### src/inc/sss_pkg.sv
/*
 * constants, field positions and state types for the spi slave controller.
 * assumes one 10 mhz core clock; all pins are synchronised inside the block.
 */
package sss_pkg;
  // mode value that selects spi operation
  localparam logic [1:0] SSS_MODE_SPI      = 2'h2;
  // character width
  localparam int         SSS_CHAR_W        = 8;
  // fifo depth for both directions
  localparam int         SSS_FIFO_DEPTH    = 4;
  // busy token sent on underrun or padding when repeat is off
  localparam logic [7:0] SSS_BUSY_TOKEN    = 8'hFF;
  // reset value of the last transmitted character
  localparam logic [7:0] SSS_LAST_RESET    = 8'h00;
  // link limit and core rate, used to bound link edge spacing
  localparam int         SSS_LINK_MAX_KBPS = 5000;
  localparam int         SSS_CORE_KHZ      = 10000;
  // least core cycles between two link edges of one polarity
  localparam int         SSS_LINK_MIN_CYC  = SSS_CORE_KHZ / SSS_LINK_MAX_KBPS;
  // saved-count status field codes
  localparam logic [2:0] SSS_SAVE_NONE     = 3'h0;
  localparam logic [2:0] SSS_SAVE_A        = 3'h1;
  localparam logic [2:0] SSS_SAVE_B        = 3'h2;
  localparam int         SSS_SAVE_EXTRA_B  = 2;
  // irq flag vector positions
  localparam int         SSS_IRQ_RXVAL     = 0;
  localparam int         SSS_IRQ_TXFREE    = 1;
  localparam int         SSS_IRQ_TXIDLE    = 2;
  localparam int         SSS_IRQ_RXOVR     = 3;
  localparam int         SSS_IRQ_TXUND     = 4;
  localparam int         SSS_IRQ_TXDMA_A   = 5;
  localparam int         SSS_IRQ_TXDMA_B   = 6;
  localparam int         SSS_IRQ_RXDMA_A   = 7;
  localparam int         SSS_IRQ_RXDMA_B   = 8;
  localparam int         SSS_IRQ_W         = 9;
  // frame engine states, gray along idle -> selected -> shifting
  typedef enum logic [1:0] {
    SSS_IDLE  = 2'b00,
    SSS_SEL   = 2'b01,
    SSS_SHIFT = 2'b11
  } sss_state_t;
endpackage : sss_pkg

### src/verilog/sss_fifo.sv
/*
 * small synchronous fifo with valid/ready on both sides.
 * assumes one clock domain and a synchronous active-low reset.
 */
`timescale 1ns/1ps
module sss_fifo #(
  parameter int WIDTH = 8,
  parameter int DEPTH = 4
) (
  input  wire logic             core_clk,
  input  wire logic             rst_n,
  input  wire logic             flush,
  input  wire logic [WIDTH-1:0] in_data,
  input  wire logic             in_valid,
  output logic                  in_ready,
  output logic [WIDTH-1:0]      out_data,
  output logic                  out_valid,
  input  wire logic             out_ready,
  output logic [$clog2(DEPTH):0] count
);
  localparam int AW = $clog2(DEPTH);
  logic [WIDTH-1:0] mem [DEPTH];      // storage
  logic [AW-1:0]    wr_ptr_reg;       // write index
  logic [AW-1:0]    rd_ptr_reg;       // read index
  logic [AW:0]      cnt_reg;          // occupancy
  logic             push;
  logic             pop;

  assign in_ready  = (cnt_reg != (AW+1)'(DEPTH));
  assign out_valid = (cnt_reg != '0);
  assign out_data  = mem[rd_ptr_reg];
  assign push      = in_valid && in_ready;
  assign pop       = out_valid && out_ready;
  assign count     = cnt_reg;

  // storage write, no reset needed on data
  always_ff @(posedge core_clk) begin
    if (push) begin
      mem[wr_ptr_reg] <= in_data;
    end
  end

  // pointers and count; flush empties the fifo
  always_ff @(posedge core_clk) begin
    if (!rst_n || flush) begin
      wr_ptr_reg <= '0;
      rd_ptr_reg <= '0;
      cnt_reg    <= '0;
    end else begin
      if (push) wr_ptr_reg <= (wr_ptr_reg == AW'(DEPTH-1)) ? '0 : wr_ptr_reg + AW'(1);
      if (pop)  rd_ptr_reg <= (rd_ptr_reg == AW'(DEPTH-1)) ? '0 : rd_ptr_reg + AW'(1);
      cnt_reg <= cnt_reg + (AW+1)'(push) - (AW+1)'(pop);
    end
  end
endmodule : sss_fifo

### src/verilog/sss_spi_slave.sv
/*
 * spi slave controller: link sampling, shift engine, fifos, status,
 * padding, saved receive count and second-level interrupt flags.
 * assumes the master drives sclk/mosi/select from outside this clock domain;
 * link edges are found by oversampling with the 10 mhz core clock.
 */
// Overview of operation
// - active only for mode two, master bit zero
// - link rate up to 5 Mbps
// - polarity, phase and bit order all supported
// - drive miso, sample mosi only while selected
// - select falling edge clears the receive shift register and loads the transmit one
// - four-entry transmit and receive fifos
// - data port and dma share fifos
// - stored character sets receive valid
// - full receive fifo drops, flags overflow, irq
// - dma overrun shown after drain, cleared later
// - each received char shifts out one tx char
// - empty tx: underrun, repeat last or ff
// - tx idle clears on write, sets after drain
// - tx free clears when full, sets on shift
// - pad byte ahead of each new tx run
// - padding armed after select and rx valid
// - pad value chosen by repeat bit
// - select rise copies active rx dma count
// - only first rise after load saves count
// - three-bit field records save and extra rise
// - level events edge or level per irq mode
// - overrun, underrun, dma completion also flag
`timescale 1ns/1ps
module sss_spi_slave #(
  parameter int CHAR_W  = sss_pkg::SSS_CHAR_W,
  parameter int DEPTH   = sss_pkg::SSS_FIFO_DEPTH,
  parameter int CNT_W   = 16
) (
  input  wire logic                 core_clk,
  input  wire logic                 rst_n,
  // link pins
  input  wire logic                 sclk_pin,
  input  wire logic                 mosi_pin,
  input  wire logic                 chip_select_low,
  output logic                      miso_out,
  output logic                      miso_oe,
  // configuration
  input  wire logic [1:0]           controller_mode_reg,
  input  wire logic                 master_select_bit,
  input  wire logic                 clock_polarity_bit,
  input  wire logic                 clock_phase_bit,
  input  wire logic                 bit_order_bit,
  input  wire logic                 repeat_or_busy_select,
  input  wire logic                 irq_edge_level_mode,
  // transmit push (data port or dma)
  input  wire logic [CHAR_W-1:0]    tx_data,
  input  wire logic                 tx_valid,
  output logic                      tx_ready,
  // receive pop (data port or dma)
  output logic [CHAR_W-1:0]         rx_data,
  output logic                      rx_valid,
  input  wire logic                 rx_ready,
  // status
  output logic                      rx_valid_flag,
  output logic                      rx_overflow_flag,
  output logic                      tx_idle_flag,
  output logic                      tx_free_flag,
  input  wire logic                 rx_overflow_clear,
  // dma side
  input  wire logic                 rx_dma_enable,
  input  wire logic                 rx_dma_load,
  input  wire logic                 dma_channel_reset_bits,
  input  wire logic [1:0]           rx_buffer_active_ab,
  input  wire logic [1:0]           tx_buffer_active_ab,
  input  wire logic [CNT_W-1:0]     rx_dma_count_a,
  input  wire logic [CNT_W-1:0]     rx_dma_count_b,
  output logic                      rx_dma_error,
  output logic [CNT_W-1:0]          saved_rx_count_reg,
  output logic [2:0]                select_edge_record_field,
  // second-level interrupts
  input  wire logic [sss_pkg::SSS_IRQ_W-1:0] irq_config_reg,
  input  wire logic                 top_level_enable,
  input  wire logic [sss_pkg::SSS_IRQ_W-1:0] irq_flag_clear,
  output logic [sss_pkg::SSS_IRQ_W-1:0]      irq_flag_reg,
  output logic                      top_level_serial_irq
);
  ////////////////////////////////////////////////////////////////////////////
  // pin synchronisers: two flops, second one is the only reader of the first
  // limitation: edges show two core cycles late; at the 5 Mbps top rate a
  // half bit is one core cycle, so there is no margin left
  logic [2:0] sync1_reg;                // first stage
  logic [2:0] sync2_reg;                // second stage
  logic [2:0] last_reg;                 // previous synced value for edges
  always_ff @(posedge core_clk) begin
    if (!rst_n) begin
      sync1_reg <= 3'h7;
      sync2_reg <= 3'h7;
      last_reg  <= 3'h7;
    end else begin
      sync1_reg <= {chip_select_low, mosi_pin, sclk_pin};
      sync2_reg <= sync1_reg;
      last_reg  <= sync2_reg;
    end
  end

  logic enabled;      // spi slave mode active
  logic sel;          // select asserted (low at the pin)
  logic sel_fall;     // select just asserted
  logic sel_rise;     // select just released
  logic sck_rise;
  logic sck_fall;
  logic lead_edge;    // first edge of a bit period given polarity
  logic sample_edge;  // edge on which mosi is captured
  logic shift_edge;   // edge on which next miso bit is driven
  assign enabled  = (controller_mode_reg == sss_pkg::SSS_MODE_SPI)
                    && !master_select_bit;
  assign sel      = !sync2_reg[2] && enabled;
  assign sel_fall = last_reg[2] && !sync2_reg[2] && enabled;
  assign sel_rise = !last_reg[2] && sync2_reg[2] && enabled;
  assign sck_rise = !last_reg[0] && sync2_reg[0];
  assign sck_fall = last_reg[0] && !sync2_reg[0];
  // leading edge is rising for idle-low clock, falling for idle-high
  assign lead_edge   = clock_polarity_bit ? sck_fall : sck_rise;
  // phase 0 samples on leading edge, phase 1 on trailing edge
  assign sample_edge = sel && (clock_phase_bit ? !lead_edge && (sck_rise || sck_fall)
                                               : lead_edge);
  assign shift_edge  = sel && (clock_phase_bit ? lead_edge
                                               : !lead_edge && (sck_rise || sck_fall));

  ////////////////////////////////////////////////////////////////////////////
  // fifos: both four deep, shared by data port and dma
  logic [CHAR_W-1:0] txf_data;
  logic              txf_valid;
  logic              txf_pop;
  logic [$clog2(DEPTH):0] txf_count;
  logic [CHAR_W-1:0] rxf_in;
  logic              rxf_push;
  logic              rxf_in_ready;
  logic [$clog2(DEPTH):0] rxf_count;

  sss_fifo #(.WIDTH(CHAR_W), .DEPTH(DEPTH)) u_tx_fifo (
    .core_clk  (core_clk),
    .rst_n     (rst_n),
    .flush     (1'b0),
    .in_data   (tx_data),
    .in_valid  (tx_valid),
    .in_ready  (tx_ready),
    .out_data  (txf_data),
    .out_valid (txf_valid),
    .out_ready (txf_pop),
    .count     (txf_count)
  );
  sss_fifo #(.WIDTH(CHAR_W), .DEPTH(DEPTH)) u_rx_fifo (
    .core_clk  (core_clk),
    .rst_n     (rst_n),
    .flush     (1'b0),
    .in_data   (rxf_in),
    .in_valid  (rxf_push),
    .in_ready  (rxf_in_ready),
    .out_data  (rx_data),
    .out_valid (rx_valid),
    .out_ready (rx_ready),
    .count     (rxf_count)
  );

  ////////////////////////////////////////////////////////////////////////////
  // frame state
  sss_pkg::sss_state_t state_reg;
  always_ff @(posedge core_clk) begin
    if (!rst_n) begin
      state_reg <= sss_pkg::SSS_IDLE;
    end else begin
      unique case (state_reg)
        sss_pkg::SSS_IDLE:  if (sel) state_reg <= sss_pkg::SSS_SEL;
        sss_pkg::SSS_SEL:   if (!sel) state_reg <= sss_pkg::SSS_IDLE;
                            else if (sck_rise || sck_fall) state_reg <= sss_pkg::SSS_SHIFT;
        sss_pkg::SSS_SHIFT: if (!sel) state_reg <= sss_pkg::SSS_IDLE;
        default:            state_reg <= sss_pkg::SSS_IDLE;
      endcase
    end
  end

  ////////////////////////////////////////////////////////////////////////////
  // shift engine
  logic [CHAR_W-1:0] rx_sh_reg;     // receive shift register
  logic [CHAR_W-1:0] tx_sh_reg;     // transmit shift register
  logic [3:0]        bit_cnt_reg;   // bits sampled in current char
  logic [CHAR_W-1:0] last_tx_reg;   // last character loaded for repeat
  logic              tx_loaded_reg; // serializer holds a real char
  logic              pad_arm_reg;   // padding armed this selection
  logic              pad_pend_reg;  // pad byte goes out before next fifo char
  logic              char_done;     // a whole char was just sampled
  logic [CHAR_W-1:0] rx_next;
  logic [CHAR_W-1:0] fill_char;     // underrun / padding value
  logic              load_next;     // load serializer for the next char
  logic              tx_underrun;
  logic              tx_fresh_reg;  // next shift edge belongs to the load
  logic              reload_tx;     // restart an unsent char at select fall
  assign rx_next   = bit_order_bit ? {sync2_reg[1], rx_sh_reg[CHAR_W-1:1]}
                                   : {rx_sh_reg[CHAR_W-2:0], sync2_reg[1]};
  // a select fall in the same cycle wins, so a cut char is never stored
  assign char_done = sample_edge && !sel_fall && (bit_cnt_reg == 4'(CHAR_W-1));
  // same repeat bit picks underrun and padding value
  assign fill_char = repeat_or_busy_select ? last_tx_reg : sss_pkg::SSS_BUSY_TOKEN;
  // a char popped before the last select rise is resent, not lost
  assign reload_tx   = sel_fall && tx_loaded_reg;
  // every received char and every select fall that does not reload pull the next one
  assign load_next   = (char_done || sel_fall) && !reload_tx;
  assign txf_pop     = load_next && txf_valid && !pad_pend_reg;
  assign tx_underrun = load_next && !txf_valid;

  // receive shifting, cleared at select fall
  always_ff @(posedge core_clk) begin
    if (!rst_n || sel_fall) begin
      rx_sh_reg   <= '0;
      bit_cnt_reg <= '0;
    end else if (sample_edge) begin
      rx_sh_reg   <= rx_next;
      bit_cnt_reg <= char_done ? 4'h0 : bit_cnt_reg + 4'h1;
    end
  end

  // transmit loading and shifting; the first shift edge after a load, except a phase 0
  // load at select fall, belongs to that load, so it leaves the register as it is
  always_ff @(posedge core_clk) begin
    if (!rst_n) begin
      tx_sh_reg     <= '0;
      last_tx_reg   <= sss_pkg::SSS_LAST_RESET;
      tx_loaded_reg <= 1'b0;
      tx_fresh_reg  <= 1'b0;
    end else if (reload_tx) begin
      tx_sh_reg     <= last_tx_reg;
      tx_fresh_reg  <= clock_phase_bit;
    end else if (load_next) begin
      // phase 0 shows bit one at select fall already
      tx_fresh_reg  <= clock_phase_bit || !sel_fall;
      if (txf_pop) begin
        tx_sh_reg     <= txf_data;
        last_tx_reg   <= txf_data;
        tx_loaded_reg <= 1'b1;
      end else begin
        tx_sh_reg     <= fill_char;
        tx_loaded_reg <= 1'b0;
      end
    end else if (shift_edge) begin
      tx_fresh_reg <= 1'b0;
      if (!tx_fresh_reg) begin
        tx_sh_reg <= bit_order_bit ? {1'b0, tx_sh_reg[CHAR_W-1:1]}
                                   : {tx_sh_reg[CHAR_W-2:0], 1'b0};
      end
    end
  end

  // miso drives only while selected
  assign miso_oe  = sel;
  assign miso_out = sel && (bit_order_bit ? tx_sh_reg[0] : tx_sh_reg[CHAR_W-1]);

  // padding armed by select plus rx valid, pending on an empty-fifo push
  always_ff @(posedge core_clk) begin
    if (!rst_n || !sel) begin
      pad_arm_reg  <= 1'b0;
      pad_pend_reg <= 1'b0;
    end else begin
      if (rx_valid_flag) pad_arm_reg <= 1'b1;
      if (pad_arm_reg && tx_valid && tx_ready && !txf_valid)
        pad_pend_reg <= 1'b1;
      else if (load_next)
        pad_pend_reg <= 1'b0;
    end
  end

  ////////////////////////////////////////////////////////////////////////////
  // receive store and overflow
  logic rx_drop;
  assign rxf_in   = rx_next;
  assign rxf_push = char_done;
  assign rx_drop  = char_done && !rxf_in_ready;
  assign rx_valid_flag = rx_valid;

  always_ff @(posedge core_clk) begin
    if (!rst_n) begin
      rx_overflow_flag <= 1'b0;
    end else if (rx_drop) begin
      rx_overflow_flag <= 1'b1;
    end else if (rx_overflow_clear) begin
      rx_overflow_flag <= 1'b0;
    end
  end

  // dma error waits for drain; cleared by reset bit or reload
  logic rx_err_pend_reg;
  always_ff @(posedge core_clk) begin
    if (!rst_n) begin
      rx_err_pend_reg <= 1'b0;
      rx_dma_error    <= 1'b0;
    end else begin
      if (rx_drop) rx_err_pend_reg <= 1'b1;
      else if (rx_err_pend_reg && !rx_valid) rx_err_pend_reg <= 1'b0;
      if (rx_err_pend_reg && !rx_valid) rx_dma_error <= 1'b1;
      else if (dma_channel_reset_bits || rx_dma_load) rx_dma_error <= 1'b0;
    end
  end

  ////////////////////////////////////////////////////////////////////////////
  // tx status flags
  always_ff @(posedge core_clk) begin
    if (!rst_n) begin
      tx_idle_flag <= 1'b1;
      tx_free_flag <= 1'b1;
    end else begin
      if (tx_valid && tx_ready)
        tx_idle_flag <= 1'b0;
      else if (!txf_valid && !tx_loaded_reg)
        tx_idle_flag <= 1'b1;
      if (txf_pop)
        tx_free_flag <= 1'b1;
      else if (tx_valid && tx_ready && txf_count == ($clog2(DEPTH)+1)'(DEPTH-1))
        tx_free_flag <= 1'b0;
    end
  end

  ////////////////////////////////////////////////////////////////////////////
  // saved receive count on select rise
  logic save_armed_reg;
  always_ff @(posedge core_clk) begin
    if (!rst_n) begin
      saved_rx_count_reg       <= '0;
      select_edge_record_field <= sss_pkg::SSS_SAVE_NONE;
      save_armed_reg           <= 1'b0;
    end else if (rx_dma_load) begin
      save_armed_reg           <= 1'b1;
      select_edge_record_field <= sss_pkg::SSS_SAVE_NONE;
    end else if (sel_rise && rx_dma_enable) begin
      if (save_armed_reg) begin
        save_armed_reg <= 1'b0;
        saved_rx_count_reg <= rx_buffer_active_ab[0] ? rx_dma_count_a : rx_dma_count_b;
        select_edge_record_field <= rx_buffer_active_ab[0] ? sss_pkg::SSS_SAVE_A
                                                          : sss_pkg::SSS_SAVE_B;
      end else begin
        select_edge_record_field[sss_pkg::SSS_SAVE_EXTRA_B] <= 1'b1;
      end
    end
  end

  ////////////////////////////////////////////////////////////////////////////
  // second-level interrupt events
  logic [2:0] lvl_last_reg;
  logic [1:0] txact_last_reg;
  logic [1:0] rxact_last_reg;
  logic [sss_pkg::SSS_IRQ_W-1:0] ev;
  logic [2:0] lvl;
  assign lvl = {tx_idle_flag, tx_free_flag, rx_valid_flag};
  always_ff @(posedge core_clk) begin
    if (!rst_n) begin
      lvl_last_reg   <= 3'h6;
      txact_last_reg <= 2'h0;
      rxact_last_reg <= 2'h0;
    end else begin
      lvl_last_reg   <= lvl;
      txact_last_reg <= tx_buffer_active_ab;
      rxact_last_reg <= rx_buffer_active_ab;
    end
  end
  always_comb begin
    ev = '0;
    // level mode or rising transition
    ev[2:0] = irq_edge_level_mode ? lvl : (lvl & ~lvl_last_reg);
    ev[sss_pkg::SSS_IRQ_RXOVR] = rx_drop;
    ev[sss_pkg::SSS_IRQ_TXUND] = tx_underrun && sel;
    ev[6:5] = txact_last_reg & ~tx_buffer_active_ab;
    ev[8:7] = rxact_last_reg & ~rx_buffer_active_ab;
  end
  // sticky flags: set wins over clear
  always_ff @(posedge core_clk) begin
    if (!rst_n) irq_flag_reg <= '0;
    else irq_flag_reg <= ev | (irq_flag_reg & ~irq_flag_clear);
  end
  assign top_level_serial_irq = top_level_enable
                                && |(irq_flag_reg & irq_config_reg);

  ////////////////////////////////////////////////////////////////////////////
  // checks
  AST_MISO_QUIET: assert property (@(posedge core_clk) disable iff (!rst_n)
    !sel |-> !miso_oe && !miso_out) else $error("miso driven while deselected");
  AST_OVF_SET: assert property (@(posedge core_clk) disable iff (!rst_n)
    rx_drop |=> rx_overflow_flag) else $error("overflow not flagged");
  AST_OVR_IRQ: assert property (@(posedge core_clk) disable iff (!rst_n)
    rx_drop |=> irq_flag_reg[sss_pkg::SSS_IRQ_RXOVR]) else $error("overrun irq missing");
  AST_INACTIVE: assert property (@(posedge core_clk) disable iff (!rst_n)
    master_select_bit |-> !miso_oe) else $error("active in master mode");
  AST_RX_FALL_CLR: assert property (@(posedge core_clk) disable iff (!rst_n)
    sel_fall |=> bit_cnt_reg == 4'h0) else $error("shift not reset");
  AST_UND_FILL: assert property (@(posedge core_clk) disable iff (!rst_n)
    tx_underrun && !repeat_or_busy_select |=> tx_sh_reg == sss_pkg::SSS_BUSY_TOKEN)
    else $error("busy token not loaded");
  AST_FREE_FULL: assert property (@(posedge core_clk) disable iff (!rst_n)
    txf_count == ($clog2(DEPTH)+1)'(DEPTH) |-> !tx_free_flag)
    else $error("free while full");
  AST_IRQ_GATE: assert property (@(posedge core_clk) disable iff (!rst_n)
    !top_level_enable |-> !top_level_serial_irq) else $error("irq without enable");
  AST_RXVAL: assert property (@(posedge core_clk) disable iff (!rst_n)
    rxf_push && rxf_in_ready |=> rx_valid_flag) else $error("rx valid missing");
  AST_SAVE_CODE: assert property (@(posedge core_clk) disable iff (!rst_n)
    sel_rise && rx_dma_enable && save_armed_reg && !rx_dma_load |=>
    select_edge_record_field != sss_pkg::SSS_SAVE_NONE) else $error("save not recorded");
  COV_CHAR: cover property (@(posedge core_clk) disable iff (!rst_n) rxf_push);
  COV_DROP: cover property (@(posedge core_clk) disable iff (!rst_n) rx_drop);
  COV_UND:  cover property (@(posedge core_clk) disable iff (!rst_n) tx_underrun && sel);
  COV_SAVE: cover property (@(posedge core_clk) disable iff (!rst_n) sel_rise && save_armed_reg);
endmodule : sss_spi_slave
### config.mk
export PLATFORM = sky130hd
export DESIGN_NAME = sss_spi_slave
export DESIGN_NICKNAME = d
export VERILOG_FILES = /design/src/inc/sss_pkg.sv /design/src/verilog/sss_fifo.sv /design/src/verilog/sss_spi_slave.sv
export SDC_FILE = /design/constraint.sdc
export NUM_CORES = 1
export LEC_CHECK = 0
export ABC_AREA = 1
export BUFFER_PORTS_ARGS = -buffer_cell sky130_fd_sc_hd__buf_2
export CORE_MARGIN = 4
export CORE_UTILIZATION = 49
export DETAILED_ROUTE_END_ITERATION = 7
export PLACE_DENSITY = 0.76
export SETUP_SLACK_MARGIN = 0.02
export SLEW_MARGIN = 20
export SYNTH_ARGS = -nofsm -noshare
export SYNTH_HDL_FRONTEND = slang
export SYNTH_SLANG_ARGS = --single-unit
### constraint.sdc
create_clock -name core_clk -period 4.2 [get_ports core_clk]
set_input_delay 0.42 -clock core_clk [delete_from_list [all_inputs] [get_ports core_clk]]
set_output_delay 0.42 -clock core_clk [all_outputs]
set_load 0.01 [all_outputs]
==> impl_metrics.yaml <==
final_layout:
  diodes: 0
  area_growth_pct: 19.1
  layout_common_cells: "154 x nand2_1, 127 x buf_2, 112 x inv_1"
  drive_gt1_share_pct: 20.4
  instances_no_fill: 1112
  final_common_cell: "nand2_1"
  final_nets: 1020
  fin_area_mm2: 0.00834
timing:
  period_needed_ps: 2600
  period_share_pct: 62.0
  hold_viol_final: 0
  max_freq_mhz: 384
  rsz0062_at_grt: "false"
  setup_tns_ps: 0
  drv_slew: 0
  slew_headroom_pct: 35.2
  tightest_slew_ps: 970
  setup-violations-final: 0
  finalClockSkew_ps: 4.59
yosys:
  synth_warnings: 0
  seq_area_frac_synth_pct: 55.7
  synth_area_leaders: "dfxtp_1 28%, edfxtp_1 27%, nand2_1 8.3%, inv_1 6.0%, o21ai_0 5.3%"
  synth_flop_cell: "dfxtp_1"
  ys_ff_latch: 163
  synth.distinct_cells: 44
  ys_async_sr_fraction_pct: 0
  postSynthAreaPerCell_um2: 8.76
  synth_edf_count: 64
  synth_nets: 900
  yosysTopAreaCell: "dfxtp_1"
  synthCells: 799
  yosysTopAreaCellShare_pct: 28.3
  syn_area_mm2: 0.00700
outcome:
  status: "finished clean"
drt:
  num_vias: 5467
  drtAntennaViolNets: 0
  drc_errors: 0
  drt_iter0_drc: 358
  drt-wirelength-per-cell_um: 13.1
  avgViaCountPerCell: 4.92
  routed_wirelength_um: 14600
  first_pass_iters: 5
global_routing:
  grtUsageTotal_pct: 18.3
  grt_pass1_vias: 5040
  antenna_found_initial: 0
  grt_first_pass_wirelength_um: 23700
  grt.overflow.total: 0
  grt_max_degree: 47
die:
  coreArea_mm2: 0.0139
  dieArea_mm2: 0.0163
  start_util_pct: 50.3
  ios: 128
  fp.dieH_um: 128
  die_w_um: 128
  rows: 43
pwr:
  ir_drop_mv: 0.389
  p_total_mw: 3.87
  power_density_mw_per_mm2: 463
  p_leak_nw: 3.64
worst_setup_path:
  end_kind: "register"
  required_ps: 4520
  start_kind: "register"
  worstSetupPathType: "reg2reg"
  cp.arrival_ps: 2920
  crit_fanout: 19
placed_design:
  port_buffers: 127
  hpwl_um: 10300
  place.gp.congestion: 0.829
  placed_area_mm2: 0.00775
  dp.cells: 1080
clock_tree:
  cts_setup_buffers: 0
  cts_tree: "yes"
  clockRootBuffer: "clkbuf_16"
  clockBufferDepth: 2
  cts_buffers: 17
  postCtsHoldBufs: 0
  path_clk_slew_ps: 60
  ctsHtreeMaxLevel: 4
  cts_resized: 0
  clkSinkCount: 163
  clk-insertion-delay-late_ps: 430
min_path:
  hp-class: "in2reg"
job:
  drv_cap: 0
## metal layers
metal	up-vias	wire [µm]	track usage, %
li1	2870	-	-
met1	2475	6330	22.6
met2	97	7400	30.2
met3	25	577	5.35
met4	0	285	7.07
met5	-	0	0
## cells in the mapped netlist (3+ instances only)
| master | instances |
|---|---|
| nand3_2 | 3 |
| nand2_1 | 154 |
| nand4_1 | 4 |
| a31oi_1 | 5 |
| nor3_1 | 6 |
| nand2_4 | 3 |
| inv_1 | 112 |
| a21oi_1 | 62 |
| dfxtp_1 | 99 |
| buf_2 | 4 |
| nor2_1 | 70 |
| o22ai_1 | 19 |
| or2_2 | 10 |
| clkbuf_1 | 19 |
| a211oi_1 | 5 |
| edfxtp_1 | 64 |
| inv_2 | 3 |
| nand3_1 | 14 |
| o211a_1 | 3 |
| o21ai_1 | 17 |
| ha_1 | 17 |
| o21ai_0 | 74 |
| nand2_2 | 3 |
| buf_4 | 3 |
## worst paths after layout
path | slack (ps) | cells after the start | startpoint | endpoint
worst min register to register | 410 | 1 | sync1_reg[0]$_SDFF_PN1_ | sync2_reg[0]$_SDFF_PN1_
worst max-delay path | 1600 | 15 | sync2_reg[0]$_SDFF_PN1_ | u_tx_fifo.count[2]$_SDFF_PN0_
worst min-delay path | 180 | 2 | irq_flag_clear[0] | irq_flag_reg[0]$_SDFF_PN0_
worst max register to register | 1600 | 15 | sync2_reg[0]$_SDFF_PN1_ | u_tx_fifo.count[2]$_SDFF_PN0_
## worst max-delay path, cell delays in order (launching register included)
cell     delay, ps
dfxtp_1        330
inv_1           60
ha_1           300
inv_1           60
nand2_1         40
nand3_1        110
nand4_2        150
nand2_4        140
nand3_4        190
inv_4          160
ha_1           130
inv_1           30
ha_1           180
fa_1           380
o21ai_0        180
a21oi_1         50
## kinds of logic after synthesis
group / count (synthesis) / share of synthesized area [%]
AND/OR/NAND/NOR: 278 / 17.4
AO/OA/AOI/OAI: 189 / 14.5
flip-flops: 163 / 55.7
buffers and inverters: 147 / 8.34
adder cells (fa/ha/maj): 19 / 3.61
XOR/XNOR: 2 / 0.250
multiplexers: 1 / 0.143
## where the power goes
group	internal (mW)	leakage, nW	switching, mW
Sequential	1.73	1.39	0.0624
Combinational	0.198	1.96	0.338
Clock	0.892	0.287	0.650
## stage by stage
step | setup WS, ps | hold slack (ps) | utilization (%)
2_1_floorplan | 1840 | 393 | -
3_3_place_gp | 1420 | 397 | 55.6
3_5_place_dp | 1370 | 397 | 55.6
4_1_cts | 1580 | 163 | 59.9
5_1_grt | 1380 | 160 | 59.9
6_report | 1600 | 179 | 59.9
## cell type report
| cell class | count | area (µm²) |
|---|---|---|
| fill | 1223 | 5590 |
| multi-input combinational | 489 | 2510 |
| tap | 180 | 225 |
| inverter | 119 | 452 |
| timing repair buffer | 129 | 651 |
| clock inverter | 15 | 171 |
| clock buffer | 17 | 425 |
| sequential | 163 | 3900 |
No activity file was read; power rests on OpenSTA's default activity.
